$ cat config.mk
export PLATFORM = sky130hd
export DESIGN_NAME = ldrb_reg_bank
export DESIGN_NICKNAME = d
export VERILOG_FILES = /design/src/inc/ldrb_pkg.sv /design/src/rtl/ldrb_reg_bank.sv
export SDC_FILE = /design/constraint.sdc
export NUM_CORES = 1
export LEC_CHECK = 0
export BUFFER_PORTS_ARGS = -buffer_cell sky130_fd_sc_hd__buf_2
export CAP_MARGIN = 20
export CORE_ASPECT_RATIO = 2
export CORE_UTILIZATION = 55
export DETAILED_ROUTE_END_ITERATION = 16
export PLACE_DENSITY = 0.78
export SLEW_MARGIN = 20
export SYNTH_ARGS = -nofsm -noshare
export SYNTH_HDL_FRONTEND = slang
export SYNTH_SLANG_ARGS = --single-unit
$ cat constraint.sdc
create_clock -name ref_clk -period 3.55 [get_ports ref_clk]
set_clock_uncertainty 0.15 [all_clocks]
set_input_delay 0.1775 -clock ref_clk [delete_from_list [all_inputs] [get_ports ref_clk]]
set_output_delay 0.1775 -clock ref_clk [all_outputs]
set_load 0.05 [all_outputs]
$ cat src/inc/ldrb_pkg.sv
// Constants and types for the LED driver I2C register bank
`default_nettype none
package ldrb_pkg;
    localparam logic [6:0] ADDR_FUSE_00 = 7'h14;
    localparam logic [6:0] ADDR_FUSE_01 = 7'h10;
    localparam logic [6:0] ADDR_FUSE_10 = 7'h1C;
    localparam logic [6:0] ADDR_FUSE_11 = 7'h18;
    localparam int NUM_REGS = 5;
    localparam logic [2:0] IDX_STATUS = 3'h0;
    localparam logic [2:0] IDX_LED = 3'h1;
    localparam logic [2:0] IDX_MAIN = 3'h2;
    localparam logic [2:0] IDX_SUB = 3'h3;
    localparam logic [2:0] IDX_KEYPAD = 3'h4;
    localparam logic [2:0] IDX_LAST = 3'h4;
    localparam int BIT_PWR_HI = 7;
    localparam int BIT_PWR_LO = 6;
    localparam int BIT_FORCE = 0;
    localparam int BIT_FORCED_MULT = 0;
    localparam int CODE_MSB = 7;
    localparam int CODE_LSB = 2;
    localparam logic [7:0] REG_RESET = 8'h00;
    localparam logic [7:0] STATUS_WR_MASK = 8'hC1;
    localparam logic [3:0] BITS_PER_BYTE = 4'h8;
    localparam logic [1:0] PWR_OFF_CLEAR = 2'h0;
    localparam logic [1:0] PWR_OFF_KEEP = 2'h1;
    localparam logic [1:0] PWR_STANDBY = 2'h2;
    localparam logic [1:0] PWR_ACTIVE = 2'h3;
    localparam logic [5:0] CODE_ZERO = 6'h00;
    localparam logic [5:0] CODE_TRICKLE = 6'h01;
    localparam logic [15:0] TRICKLE_UA = 16'h001F;
    localparam logic [15:0] STEP_NARROW_UA = 16'h01F4;
    localparam logic [15:0] STEP_WIDE_UA = 16'h03E8;
    typedef enum logic [2:0] {
        ST_IDLE, ST_ADDR, ST_ACK, ST_WDATA, ST_RDATA, ST_MACK, ST_WAIT
    } ldrb_state_t;
endpackage
`default_nettype wire

$ cat src/rtl/ldrb_reg_bank.sv
// I2C slave register bank of the seven-channel LED backlight driver
// Functional notes
// RULE_01 - Master starts every transfer and clocks it; device only answers.
// RULE_02 - Slave address chosen by two fuses: 14, 10, 1C, 18 hex.
// RULE_03 - Write order: address, status, LED enable, main, sub, keypad.
// RULE_04 - A full write cycle is six bytes including the address.
// RULE_05 - Each data byte takes effect right after its acknowledge.
// RULE_06 - Power bits 00: shutdown, LEDs off, all registers cleared.
// RULE_07 - Power bits 01: shutdown, LEDs off, registers kept.
// RULE_08 - Power bits 10: standby, references on, bypass on, LEDs off.
// RULE_09 - Power bits 11: active, enabled LEDs at programmed current.
// RULE_10 - Status bits 5 to 1 are read-only.
// RULE_11 - Status bit 5 high while any fault exists.
// RULE_12 - Bits 4, 3, 2 report overvoltage, overtemperature, undervoltage.
// RULE_13 - Status bit 1 shows pump multiplier, 1 for 1.5x.
// RULE_14 - Status bit 0 low selects automatic pump mode, high forces it.
// RULE_15 - Forced mode: enable bit 0 picks 1x or 1.5x; else ignored.
// RULE_16 - Enable bits 1-4 main, 5-6 sub, 7 keypad LED.
// RULE_17 - Any fault turns LEDs off, registers unchanged.
// RULE_18 - Operation resumes by itself when the fault clears.
// RULE_19 - Current code in bits 7 to 2; bits 1, 0 ignored.
// RULE_20 - Code 0 zero, 1 trickle, else code times step.
// RULE_21 - One code sets the current of its whole group.
// RULE_22 - A shorted LED has its output switched off.
// RULE_23 - Reads return status first, then registers in write order.
`timescale 1ns/1ps
`default_nettype none
module ldrb_reg_bank (
    input wire logic ref_clk, // 125 MHz clock
    input wire logic rst_n, // Synchronous reset
    input wire logic sclIn, // Bus clock level
    input wire logic sdaIn, // Bus data level
    output logic sdaOut, // Data drive value, always low
    output logic sdaOe, // Pull data low
    input wire logic addressFuseHigh, // Address fuse 1
    input wire logic addressFuseLow, // Address fuse 0
    input wire logic overvoltageFlag, // Overvoltage detector
    input wire logic overtemperatureFlag, // Overtemperature detector
    input wire logic undervoltageLockoutFlag, // Undervoltage detector
    input wire logic autoPumpRequest, // Dropout logic asks for 1.5x
    input wire logic [6:0] shortedLed, // Short detector per output
    output logic [6:0] currentSinkOutputs, // Sink on per output
    output logic [15:0] mainCurrentUa, // Main sink current, uA
    output logic [15:0] subCurrentUa, // Sub sink current, uA
    output logic [15:0] keypadCurrentUa, // Keypad sink current, uA
    output logic pumpMultiplierState, // 1 selects 1.5x
    output logic shutdownActive, // Part shut down
    output logic analogRefEnable, // References powered
    output logic bypassSwitch // Input shorted to output
);
    function automatic logic [15:0] codeToUa(input logic [7:0] regVal,
                                             input logic [15:0] step);
        logic [5:0] code;
        code = regVal[ldrb_pkg::CODE_MSB:ldrb_pkg::CODE_LSB]; // [RULE_19]
        if (code == ldrb_pkg::CODE_ZERO)
            codeToUa = 16'h0000; // [RULE_20]
        else if (code == ldrb_pkg::CODE_TRICKLE)
            codeToUa = ldrb_pkg::TRICKLE_UA; // [RULE_20]
        else
            codeToUa = 16'(code) * step; // [RULE_20]
    endfunction

    logic [7:0] regFile_reg [ldrb_pkg::NUM_REGS];
    ldrb_pkg::ldrb_state_t state_reg, state_next;
    logic [3:0] bitCnt_reg, bitCnt_next;
    logic [7:0] shift_reg, shift_next;
    logic [7:0] tx_reg, tx_next;
    logic [2:0] byteIdx_reg, byteIdx_next;
    logic addrPhase_reg, addrPhase_next;
    logic readMode_reg, readMode_next;
    logic sdaOe_reg, sdaOe_next;
    logic sclPrev_reg, sdaPrev_reg;
    logic applyByte;
    logic [6:0] sinks_reg;
    logic [15:0] mainUa_reg, subUa_reg, keyUa_reg;
    logic pump_reg;

    wire sclRise = sclIn & ~sclPrev_reg;
    wire sclFall = ~sclIn & sclPrev_reg;
    wire startSeen = sclIn & sclPrev_reg & sdaPrev_reg & ~sdaIn;
    wire stopSeen = sclIn & sclPrev_reg & ~sdaPrev_reg & sdaIn;
    wire [6:0] ownAddr = addressFuseHigh ?
        (addressFuseLow ? ldrb_pkg::ADDR_FUSE_11 : ldrb_pkg::ADDR_FUSE_10) :
        (addressFuseLow ? ldrb_pkg::ADDR_FUSE_01 : ldrb_pkg::ADDR_FUSE_00);
    wire [7:0] statusReg = regFile_reg[ldrb_pkg::IDX_STATUS];
    wire [7:0] ledEnableReg = regFile_reg[ldrb_pkg::IDX_LED];
    wire [1:0] powerState = {statusReg[ldrb_pkg::BIT_PWR_HI],
                             statusReg[ldrb_pkg::BIT_PWR_LO]};
    wire pumpForceSelect = statusReg[ldrb_pkg::BIT_FORCE];
    wire anyFaultFlag = overvoltageFlag | overtemperatureFlag
                        | undervoltageLockoutFlag; // [RULE_11] [RULE_17]
    wire pumpNext = pumpForceSelect // [RULE_14]
        ? ledEnableReg[ldrb_pkg::BIT_FORCED_MULT] : autoPumpRequest; // [RULE_15]
    wire [7:0] statusLive = {powerState, anyFaultFlag, overvoltageFlag,
        overtemperatureFlag, undervoltageLockoutFlag, pump_reg,
        pumpForceSelect}; // [RULE_10] [RULE_12] [RULE_13]
    wire [7:0] readByte = (byteIdx_reg == ldrb_pkg::IDX_STATUS) ?
        statusLive : regFile_reg[byteIdx_reg]; // [RULE_23]
    wire driveOn = (powerState == ldrb_pkg::PWR_ACTIVE)
                   & ~anyFaultFlag; // [RULE_09] [RULE_17] [RULE_18]
    wire [6:0] sinksNext = {7{driveOn}} & ledEnableReg[7:1]
                           & ~shortedLed; // [RULE_16] [RULE_22]
    wire clearAll = applyByte & (byteIdx_reg == ldrb_pkg::IDX_STATUS)
        & (shift_reg[7:6] == ldrb_pkg::PWR_OFF_CLEAR); // [RULE_06]
    wire [7:0] storeVal = (byteIdx_reg == ldrb_pkg::IDX_STATUS) ?
        (shift_reg & ldrb_pkg::STATUS_WR_MASK) : shift_reg; // [RULE_10]

    always_comb begin
        state_next = state_reg;
        bitCnt_next = bitCnt_reg;
        shift_next = shift_reg;
        tx_next = tx_reg;
        byteIdx_next = byteIdx_reg;
        addrPhase_next = addrPhase_reg;
        readMode_next = readMode_reg;
        sdaOe_next = sdaOe_reg;
        applyByte = 1'b0;
        if (stopSeen) begin
            state_next = ldrb_pkg::ST_IDLE;
            sdaOe_next = 1'b0;
        end else if (startSeen) begin
            state_next = ldrb_pkg::ST_ADDR;
            bitCnt_next = 4'h0;
            byteIdx_next = ldrb_pkg::IDX_STATUS;
            addrPhase_next = 1'b1;
            sdaOe_next = 1'b0;
        end else begin
            case (state_reg)
                ldrb_pkg::ST_ADDR, ldrb_pkg::ST_WDATA: begin
                    if (sclRise && bitCnt_reg != ldrb_pkg::BITS_PER_BYTE) begin
                        shift_next = {shift_reg[6:0], sdaIn};
                        bitCnt_next = bitCnt_reg + 4'h1;
                    end else if (sclFall
                                 && bitCnt_reg == ldrb_pkg::BITS_PER_BYTE) begin
                        bitCnt_next = 4'h0;
                        if (state_reg == ldrb_pkg::ST_ADDR) begin
                            if (shift_reg[7:1] == ownAddr) begin // [RULE_02]
                                state_next = ldrb_pkg::ST_ACK;
                                sdaOe_next = 1'b1;
                                readMode_next = shift_reg[0];
                            end else begin
                                state_next = ldrb_pkg::ST_WAIT;
                            end
                        end else if (byteIdx_reg <= ldrb_pkg::IDX_LAST) begin
                            state_next = ldrb_pkg::ST_ACK; // [RULE_04]
                            sdaOe_next = 1'b1;
                        end else begin
                            state_next = ldrb_pkg::ST_WAIT;
                        end
                    end
                end
                ldrb_pkg::ST_ACK: begin
                    if (sclFall) begin
                        sdaOe_next = 1'b0;
                        addrPhase_next = 1'b0;
                        state_next = ldrb_pkg::ST_WDATA;
                        if (addrPhase_reg && readMode_reg) begin
                            state_next = ldrb_pkg::ST_RDATA; // [RULE_23]
                            tx_next = {readByte[6:0], 1'b0};
                            sdaOe_next = ~readByte[7];
                            bitCnt_next = 4'h1;
                        end else if (!addrPhase_reg) begin
                            applyByte = 1'b1; // [RULE_05]
                            byteIdx_next = byteIdx_reg + 3'h1; // [RULE_03]
                        end
                    end
                end
                ldrb_pkg::ST_RDATA: begin
                    if (sclFall) begin
                        if (bitCnt_reg == ldrb_pkg::BITS_PER_BYTE) begin
                            sdaOe_next = 1'b0;
                            state_next = ldrb_pkg::ST_MACK;
                        end else begin
                            sdaOe_next = ~tx_reg[7];
                            tx_next = {tx_reg[6:0], 1'b0};
                            bitCnt_next = bitCnt_reg + 4'h1;
                        end
                    end
                end
                ldrb_pkg::ST_MACK: begin
                    if (sclRise) begin
                        if (sdaIn) begin
                            state_next = ldrb_pkg::ST_WAIT;
                        end else begin
                            state_next = ldrb_pkg::ST_ACK;
                            addrPhase_next = 1'b1;
                            byteIdx_next = (byteIdx_reg == ldrb_pkg::IDX_LAST)
                                ? ldrb_pkg::IDX_STATUS
                                : byteIdx_reg + 3'h1; // [RULE_23]
                        end
                    end
                end
                default: begin
                end
            endcase
        end
    end

    always_ff @(posedge ref_clk) begin
        if (!rst_n) begin
            state_reg <= ldrb_pkg::ST_IDLE;
            bitCnt_reg <= 4'h0;
            shift_reg <= 8'h00;
            tx_reg <= 8'h00;
            byteIdx_reg <= 3'h0;
            addrPhase_reg <= 1'b0;
            readMode_reg <= 1'b0;
            sdaOe_reg <= 1'b0;
            sclPrev_reg <= 1'b1;
            sdaPrev_reg <= 1'b1;
        end else begin
            state_reg <= state_next;
            bitCnt_reg <= bitCnt_next;
            shift_reg <= shift_next;
            tx_reg <= tx_next;
            byteIdx_reg <= byteIdx_next;
            addrPhase_reg <= addrPhase_next;
            readMode_reg <= readMode_next;
            sdaOe_reg <= sdaOe_next; // [RULE_01]
            sclPrev_reg <= sclIn;
            sdaPrev_reg <= sdaIn;
        end
    end

    always_ff @(posedge ref_clk) begin
        if (!rst_n || clearAll) begin
            for (int i = 0; i < ldrb_pkg::NUM_REGS; i++) begin
                regFile_reg[i] <= ldrb_pkg::REG_RESET; // [RULE_06]
            end
        end else if (applyByte) begin
            regFile_reg[byteIdx_reg] <= storeVal; // [RULE_05] [RULE_07]
        end
    end

    always_ff @(posedge ref_clk) begin
        if (!rst_n) begin
            sinks_reg <= 7'h00;
            mainUa_reg <= 16'h0000;
            subUa_reg <= 16'h0000;
            keyUa_reg <= 16'h0000;
            pump_reg <= 1'b0;
        end else begin
            sinks_reg <= sinksNext; // [RULE_07] [RULE_08] [RULE_17]
            mainUa_reg <= codeToUa(regFile_reg[ldrb_pkg::IDX_MAIN],
                                   ldrb_pkg::STEP_NARROW_UA); // [RULE_21]
            subUa_reg <= codeToUa(regFile_reg[ldrb_pkg::IDX_SUB],
                                  ldrb_pkg::STEP_NARROW_UA); // [RULE_21]
            keyUa_reg <= codeToUa(regFile_reg[ldrb_pkg::IDX_KEYPAD],
                                  ldrb_pkg::STEP_WIDE_UA); // [RULE_21]
            pump_reg <= pumpNext; // [RULE_13]
        end
    end

    assign sdaOut = 1'b0;
    assign sdaOe = sdaOe_reg;
    assign currentSinkOutputs = sinks_reg;
    assign mainCurrentUa = mainUa_reg;
    assign subCurrentUa = subUa_reg;
    assign keypadCurrentUa = keyUa_reg;
    assign pumpMultiplierState = pump_reg;
    assign shutdownActive = ~powerState[1]; // [RULE_07]
    assign analogRefEnable = powerState[1]; // [RULE_08]
    assign bypassSwitch = (powerState == ldrb_pkg::PWR_STANDBY); // [RULE_08]
endmodule
`default_nettype wire

==> results of run 1 <==
==> worst max-delay path, stage by stage, from the launching register on <==
cell	delay, ns
edfxtp_1	0.41
fa_1	0.60
inv_1	0.06
fa_1	0.45
fa_1	0.51
inv_2	0.05
ha_4	0.21
nor2b_4	0.13
o21ai_2	0.16
a21oi_2	0.09
o41a_1	0.35
nor3_2	0.21
nor3b_2	0.06
==> final timing paths <==
path	start	to	slack (ns)	cells past startpoint
setup / recovery	regFile_reg[2][3]$_SDFFCE_PN0P_	mainCurrentUa[14]$_SDFF_PP0_	-0.006	12
hold / removal	rst_n	sclPrev_reg$_SDFF_PN1_	0.01	3
setup reg to reg	regFile_reg[2][3]$_SDFFCE_PN0P_	mainCurrentUa[14]$_SDFF_PP0_	-0.006	12
hold reg to reg	bitCnt_reg[1]$_SDFFE_PN0P_	bitCnt_reg[1]$_SDFFE_PN0P_	0.35	2
==> logic make-up after synthesis <==
| logic type | synth area share |
|---|---|
| buffers and inverters | 0.06293 |
| adders and majority gates | 0.2053 |
| other | 0.0004296 |
| AOI/OAI and AO/OA | 0.07468 |
| muxes | 0.06236 |
| DFF | 0.4105 |
| xor gates and xnor gates | 0.02810 |
| and+or+nand+nor | 0.1557 |
==> cell usage after synthesis, drive strengths merged, types with 16 or more instances <==
library cell,number,share of area
mux4,16,0.041
nor2,107,0.046
a21oi,38,0.022
fa,37,0.085
o21ai,29,0.017
buf,19,0.013
edfxtp,64,0.22
nand2,60,0.026
dfxtp,83,0.19
xor2,17,0.017
ha,84,0.12
inv,100,0.043
and2,23,0.017
==> area by class of cell <==
| type | instances | area (um2) | area share |
|---|---|---|---|
| timing repair buffer | 137 | 875.8 | 0.08395 |
| clock inverter | 14 | 127.6 | 0.01223 |
| sequential | 147 | 3583 | 0.3435 |
| inverter | 100 | 375.4 | 0.03598 |
| tap | 198 | 247.7 | 0.02375 |
| multi-input combinational | 571 | 4793 | 0.4595 |
| clock buffer | 18 | 429.2 | 0.04114 |
==> repair_timing <==
action	CTS	global route
pin swaps	19	37
endpoints found under the hold margin	13	0
hold buffers	13	0
setup endpoints to repair	8	8
cloned	0	0
buffers inserted	4	6
resized for setup	20	21
==> per-stage QoR <==
stage | total power, mW | setup slack (ns) | TNS, ns | utilization
after global placement | 3.854 | -0.08833 | -0.1596 | 0.6186
after CTS | 5.764 | -0.03004 | -0.03004 | 0.6707
after floorplan | 3.458 | -0.01383 | -0.01383 | -
after detailed placement | 3.908 | -0.1621 | -0.6690 | 0.6186
after global routing | 6.174 | -0.1087 | -0.3002 | 0.6785
final | 5.873 | -0.005506 | -0.005506 | 0.6785
==> per-layer routing <==
metal  routed length [um]  up-vias  track usage
li1                     -     3102            -
met2                11580      234       0.5018
met5                    0        -            0
met4                 1134        0       0.1625
met3                 1036       65      0.04895
met1                 6703     3164       0.2478
==> report_power, final <==
group	total [mW]	internal, mW	switching, mW
sequential	1.97	1.91	0.0535
combinational	2.17	0.851	1.32
clock	1.74	0.972	0.767
total	5.87	3.73	2.14
==> flow_summary.yaml, run 1 <==
die:
  die_h_um: 180.2
  rows: 64
  dieArea_um2: 16410
  io_pins: 78
  fp.dieW_um: 91.08
  core_area_um2: 15370
  initial_core_util: 0.5677
final_layout:
  stdcell_area_um2: 10430
  finalNonFillerCells: 1185
  drive_gt1_frac: 0.2199
  nets: 1112
  diodes: 0
  synthToLayoutAreaGrowth_pct: 19.52
  final_cell_mix: "nor2_1, inv_1, dfxtp_1"
  largest_reg_flops: 64
  nFillCells: 1205
  mostFrequentLayoutCell: "nor2_1"
clocking:
  cts.htree.levels: 4
  cts-root-buf: "clkbuf_16"
  tritoncts: "done"
  cts_buffers: 17
  insertion_delay_ns: 0.44
  cts.clk_slew.worst_paths_ns: 0.06
  cts_sinks: 147
  clock_path_buffers: 2
global_routing:
  grt_max_degree: 21
  track_usage: 0.2615
  grt_pass1_wl_um: 32610
  grt_pass1_vias: 6694
  antenna_found_initial: 0
  grt.overflow.total: 0
route:
  routedWlPerCell_um: 17.26
  num_vias: 6565
  viasPerCell: 5.540
  final_antenna_net_count: 0
  dr.first_iter.drc_count: 468
  route.detailed.drc: 0
  drt-total-wl_um: 20450
  dr.pass1.iters: 5
yosys:
  yosysSeqAreaShare: 0.4106
  ys_warn_count: 0
  synth_edf_count: 64
  netlist_instances: 850
  ys.flop_type: "dfxtp_1"
  synth.cell_area_um2: 8728
  postSynth.asyncResetShare: 0
  ys_types: 60
  synth_area_per_cell_um2: 10.27
  synth_seq_cells: 147
placed_design:
  placed_cells: 1130
  place.gp.congestion: 0.9513
  place_area_um2: 9510
  io_buffer_count: 74
  dp_hpwl_um: 15100
hold_path:
  holdCritPathClass: "in -> reg"
timing:
  rsz0062_at_grt: "yes"
  max_freq_ghz: 0.2813
  holdWs_ns: 0.01397
  worst_pin_slew_ns: 0.8480
  setup_viol: 1
  fin_crit_ns: 3.556
  hold_viol: 0
  relSlewSlack: 0.4326
  fin_ws_ns: -0.005506
  finalCritPeriodShare: 1.002
  drv_slew: 0
worst_setup_path:
  required_ns: 3.71
  path_class: "reg -> reg"
  crit_fanout: 3
  cp_data_arrival_time_ns: 3.72
  worst_setup_path_end_kind: "register"
  cp-start-kind: "register"
power:
  ir_worst_vdd_mv: 0.3187
  p_leak_nw: 4.650
  power.density_nw_per_um2: 563.0
run_status:
  violations: "negative setup slack"
  outcome: "finished, violations left"
flow_run:
  drv_cap: 0
Power figures use the tool's default switching activity.
==> run 2, diff against run 1 <==
Settings changed: CORE_ASPECT_RATIO 2 to 0.6.
==> run 2 against run 1 <==
Net effect:
- the run still ends with negative setup slack left
- combinational power increased by 3%
- register-to-register slack got worse by 0.06 ns
- sequential power about the same
- non-clock buffer count increased by 7
- maximum frequency decreased by 1.6%
- worst hold slack improved by 0.015 ns
- wire length increased by 1.6%
- first-iteration DRC count increased by 5.8%
- critical path type unchanged
- largest power group unchanged
==> flow_summary.yaml, run 2 (same netlist as run 1, synthesis figures left out) <==
run_status:
  outcome: "finished, violations left"
  violations: "negative setup slack"
global_routing:
  antenna_found_initial: 0
  grt_pass1_wl_um: 32630
  grt.overflow.total: 0
  grt_max_degree: 21
  track_usage: 0.2661
  grt_pass1_vias: 6376
timing:
  fin_crit_ns: 3.613
  finalCritPeriodShare: 1.018
  rsz0062_at_grt: "yes"
  max_freq_ghz: 0.2768
  setup_tns_ns: -0.09121
  fin_ws_ns: -0.06314
  holdWs_ns: 0.02888
  drv_slew: 0
  relSlewSlack: 0.5010
  hold_viol: 0
  setup_viol: 2
  worst_pin_slew_ns: 0.7475
final_layout:
  finalNonFillerCells: 1197
  largest_reg_flops: 64
  synthToLayoutAreaGrowth_pct: 21.70
  fin_util: 0.6891
  mostFrequentLayoutCell: "nor2_1"
  final_cell_mix: "nor2_1, inv_1, dfxtp_1"
  nets: 1119
  diodes: 0
  stdcell_area_um2: 10620
  drive_gt1_frac: 0.2324
hold_path:
  min_path_cells: 3
  hold_end: "sclPrev_reg$_SDFF_PN1_"
  holdCritPathClass: "in -> reg"
  min_from: "rst_n"
worst_setup_path:
  r2r_cells: 12
  r2r_start: "regFile_reg[2][3]$_SDFFCE_PN0P_"
  r2r_slack_ns: -0.06
  path_class: "reg -> reg"
  crit_chain: "fa_1, inv_1, fa_1, fa_1, inv_2, ha_4, nor2b_4, o21ai_2, a21oi_2, o41a_1, nor3_2, nor3b_2"
  cp-start-kind: "register"
  cp_slowest_cell: "fa_1"
  required_ns: 3.70
  worst_setup_path_end_kind: "register"
  reg2reg_to: "mainCurrentUa[14]$_SDFF_PP0_"
  crit_fanout: 3
  critPathMaxStageDelay_ns: 0.62
  crit_path_frequent_cell: "fa_1"
  cp_data_arrival_time_ns: 3.76
power:
  ir_worst_vdd_mv: 0.4406
  power.density_nw_per_um2: 581.9
  p_leak_nw: 4.748
die:
  io_pins: 78
  die_h_um: 99.58
  dieArea_um2: 16390
  fp.dieW_um: 164.6
  core_area_um2: 15410
  rows: 35
  initial_core_util: 0.5662
placed_design:
  io_buffer_count: 74
  place_area_um2: 9562
  placed_cells: 1141
  place.gp.congestion: 0.9063
  dp_hpwl_um: 14510
clocking:
  clock_path_buffers: 2
  insertion_delay_ns: 0.43
  cts_sinks: 147
  cts.clk_slew.worst_paths_ns: 0.06
  cts_buffers: 17
  cts.htree.levels: 4
  tritoncts: "done"
  cts-root-buf: "clkbuf_16"
route:
  route.detailed.drc: 0
  num_vias: 6569
  drt-total-wl_um: 20770
  final_antenna_net_count: 0
  dr.pass1.iters: 5
  viasPerCell: 5.488
  dr.first_iter.drc_count: 495
  routedWlPerCell_um: 17.36
flow_run:
  drv_cap: 0
[run 2: cell count changes in the layout (fill, tap and decap cells not counted), sizes merged]
cell / change
bufinv: +1
buf: +7
clkbuf: +6
inv: -3
clkinvlp: -2
clkinv: -2
[run 2: area by class of cell]
| class | instances | area [um2] |
|---|---|---|
| Clock inverter | 8 | 105.1 |
| Sequential cell | 147 | 3583 |
| Timing Repair Buffer | 144 | 932.1 |
| Clock buffer | 24 | 556.8 |
| Inverter | 100 | 375.4 |
| Tap cell | 203 | 254.0 |
| Multi-Input combinational cell | 571 | 4816 |
| Fill cell | 1124 | 4792 |
[run 2: worst max path at each step]
stage,end,cells after the start,start,slack (ns)
after floorplan,mainCurrentUa[14]$_SDFF_PP0_,12,regFile_reg[2][3]$_SDFFCE_PN0P_,-0.01
after detailed placement,mainCurrentUa[14]$_SDFF_PP0_,12,regFile_reg[2][3]$_SDFFCE_PN0P_,-0.21
after global placement,mainCurrentUa[14]$_SDFF_PP0_,12,regFile_reg[2][3]$_SDFFCE_PN0P_,-0.09
after global routing,mainCurrentUa[14]$_SDFF_PP0_,12,regFile_reg[2][3]$_SDFFCE_PN0P_,-0.19
final,mainCurrentUa[14]$_SDFF_PP0_,12,regFile_reg[2][3]$_SDFFCE_PN0P_,-0.06
after CTS,mainCurrentUa[14]$_SDFF_PP0_,12,regFile_reg[2][4]$_SDFFCE_PN0P_,-0.11
[run 2: per-stage QoR]
step / power [mW] / setup WS (ns)
finish: 6.181 / -0.06314
global route: 6.503 / -0.1917
CTS: 6.109 / -0.1113
detailed placement: 3.934 / -0.2086
global placement: 3.877 / -0.09441
floorplan: 3.458 / -0.01383
[run 2: worst max-delay path, delay by kind of cell, from the launching register on]
kind,cells,cell delay [ns]
compound gates,3,0.61
fa+ha+maj,4,1.80
buf+inv,2,0.12
flops,1,0.43
simple gates,3,0.39
[run 2: power breakdown]
group	total, mW	switching [mW]	internal (mW)
Sequential	1.97	0.0564	1.91
Combinational	2.23	1.34	0.889
Clock	1.98	0.738	1.25
Total	6.18	2.13	4.05
[run 2: metal layers]
layer,track usage,wire (um),up-vias
met4,0.07339,211,0
met2,0.4124,9519,247
met3,0.06255,1640,21
met5,0,0,-
met1,0.3738,9402,3181
li1,-,-,3120
[run 2: timing repair]
action,4_1_cts,5_1_grt
setup buffers,4,7
pin swaps,24,40
hold endpoints to repair,13,0
resized for setup,30,19
endpoints found under the setup margin,9,9
hold buffers,13,0
==> run 3, diff against run 2 <==
Settings changed: CORE_UTILIZATION 55 to 44, PLACE_DENSITY 0.78 to unset.
==> run 3 against run 2 <==
Net effect:
- the run still ends with negative setup slack left
- sequential share of layout area rose by 0.080 points
- sequential power barely moved
- power fell by 4.9%
- global-route usage fell by 6.3 points
- maximum frequency rose by 1.1%
- highest routed layer unchanged
- die area rose by 25%
- via count fell by 2.5%
- final area fell by 0.24%
- non-clock buffer count rose by 2
==> flow_summary.yaml, run 3 (same netlist as run 1, synthesis figures left out) <==
run_status:
  outcome: "finished, violations left"
  violations: "negative setup slack"
worst_setup_path:
  cp_slowest_cell: "fa_1"
  path_class: "reg -> reg"
  required_ns: 3.69
  crit_chain: "fa_1, inv_1, fa_1, fa_1, inv_2, ha_4, nor2b_4, o21ai_2, a21oi_2, o41a_1, nor3_2, nor3b_2"
  cp_data_arrival_time_ns: 3.72
  r2r_cells: 12
  reg2reg_to: "mainCurrentUa[14]$_SDFF_PP0_"
  critPathMaxStageDelay_ns: 0.62
  cp-start-kind: "register"
  r2r_slack_ns: -0.02
  crit_fanout: 3
  crit_path_frequent_cell: "fa_1"
  r2r_start: "regFile_reg[2][2]$_SDFFCE_PN0P_"
  worst_setup_path_end_kind: "register"
power:
  p_leak_nw: 4.695
  ir_worst_vdd_mv: 0.4128
  power.density_nw_per_um2: 554.4
timing:
  rsz0062_at_grt: "yes"
  setup_viol: 2
  drv_slew: 0
  hold_viol: 0
  setup_tns_ns: -0.04230
  fin_crit_ns: 3.573
  max_freq_ghz: 0.2799
  relSlewSlack: 0.3996
  finalCritPeriodShare: 1.006
  worst_pin_slew_ns: 0.8988
  fin_ws_ns: -0.02270
placed_design:
  io_buffer_count: 74
  dp_hpwl_um: 14900
  place.gp.congestion: 0.8543
  place_area_um2: 9701
route:
  route.detailed.drc: 0
  viasPerCell: 5.078
  drt-total-wl_um: 19750
  routedWlPerCell_um: 15.65
  num_vias: 6408
  dr.first_iter.drc_count: 498
  dr.pass1.iters: 5
  final_antenna_net_count: 0
die:
  fp.dieW_um: 183.8
  initial_core_util: 0.4540
  core_area_um2: 19230
  io_pins: 78
  dieArea_um2: 20420
  rows: 39
  die_h_um: 111.1
clocking:
  cts_buffers: 17
  cts_sinks: 147
  tritoncts: "done"
  clock_path_buffers: 2
  insertion_delay_ns: 0.43
  cts.clk_slew.worst_paths_ns: 0.06
  cts.htree.levels: 4
  cts-root-buf: "clkbuf_16"
hold_path:
  min_path_cells: 3
  hold_end: "sclPrev_reg$_SDFF_PN1_"
  holdCritPathClass: "in -> reg"
  min_from: "rst_n"
final_layout:
  drive_gt1_frac: 0.2269
  synthToLayoutAreaGrowth_pct: 21.42
  mostFrequentLayoutCell: "nor2_1"
  largest_reg_flops: 64
  nets: 1121
  stdcell_area_um2: 10600
  diodes: 0
  final_cell_mix: "nor2_1, inv_1, dfxtp_1"
global_routing:
  track_usage: 0.2029
  grt_max_degree: 21
  grt_pass1_wl_um: 31530
  antenna_found_initial: 0
  grt_pass1_vias: 6021
  grt.overflow.total: 0
flow_run:
  drv_cap: 0
[run 3: cell types whose count changed in the layout (fill, tap and decap cells not counted), moves of 2 or more]
| cell | delta |
|---|---|
| clkbuf_8 | -2 |
| ha_4 | -2 |
| buf_4 | +2 |
| clkbuf_1 | +2 |
| clkinvlp_4 | +5 |
| inv_2 | -4 |
| ha_2 | +2 |
| inv_1 | +4 |
| clkbuf_16 | -4 |
| inv_4 | -2 |
[run 3: per-layer routing]
metal | track usage | up-vias | wire length [um]
li1 | - | 3121 | -
met2 | 0.2717 | 210 | 7908
met3 | 0.04534 | 18 | 1399
met4 | 0.04889 | 0 | 147
met5 | 0 | - | 0
met1 | 0.3231 | 3059 | 10300
[run 3: timing repair]
item / CTS / global route
cloned: 0 / 0
resized for setup: 18 / 24
hold buffers: 13 / 0
pin swaps: 15 / 30
hold endpoints to repair: 13 / 0
setup buffers: 1 / 4
endpoints found under the setup margin: 9 / 9
[run 3: how the worst max path moves through the flow]
stage	endpoint	slack, ns	start
2_1_floorplan	mainCurrentUa[14]$_SDFF_PP0_	-0.01	regFile_reg[2][3]$_SDFFCE_PN0P_
3_3_place_gp	mainCurrentUa[14]$_SDFF_PP0_	-0.12	regFile_reg[2][3]$_SDFFCE_PN0P_
3_5_place_dp	mainCurrentUa[14]$_SDFF_PP0_	-0.15	regFile_reg[2][3]$_SDFFCE_PN0P_
4_1_cts	mainCurrentUa[14]$_SDFF_PP0_	-0.06	regFile_reg[2][4]$_SDFFCE_PN0P_
5_1_grt	mainCurrentUa[14]$_SDFF_PP0_	-0.19	regFile_reg[2][2]$_SDFFCE_PN0P_
6_report	mainCurrentUa[14]$_SDFF_PP0_	-0.02	regFile_reg[2][2]$_SDFFCE_PN0P_
[run 3: stage by stage]
step / utilization / setup WS, ns / hold slack [ns] / instances / total power [mW]
4_1_cts: 0.5449 / -0.05773 / 0.02151 / 1258 / 5.836
3_5_place_dp: 0.5046 / -0.1493 / 0.1926 / 1212 / 3.968
3_3_place_gp: 0.5046 / -0.1232 / 0.1929 / 1212 / 3.948
6_report: 0.5512 / -0.02270 / 0.03747 / 1262 / 5.876
5_1_grt: 0.5512 / -0.1889 / 0.04303 / 1262 / 6.228
2_1_floorplan: - / -0.01383 / 0.1036 / 852 / 3.458
[run 3: cell type report]
type	count	area (um2)
multi-input cells	571	4787
well taps	266	332.8
clock inverters	12	135.1
repair buffers	146	947.2
clock buffers	20	436.7
flip-flops and latches	147	3583
fillers	1779	8628
inverters	100	375.4
[run 3: report_power, final]
part	leakage [nW]	switching, mW	internal [mW]
Sequential	1.25	0.0518	1.91
Clock	0.254	0.730	1.03
Combinational	3.19	1.29	0.854
Total	4.69	2.08	3.80
[run 3: critical path: cells and delay by family (launching register included)]
family	cells	cell delay (ns)
buffers and inverters	2	0.11
DFF	1	0.42
adders and majority gates	4	1.81
and+or+nand+nor	3	0.37
AOI/OAI and AO/OA	3	0.58
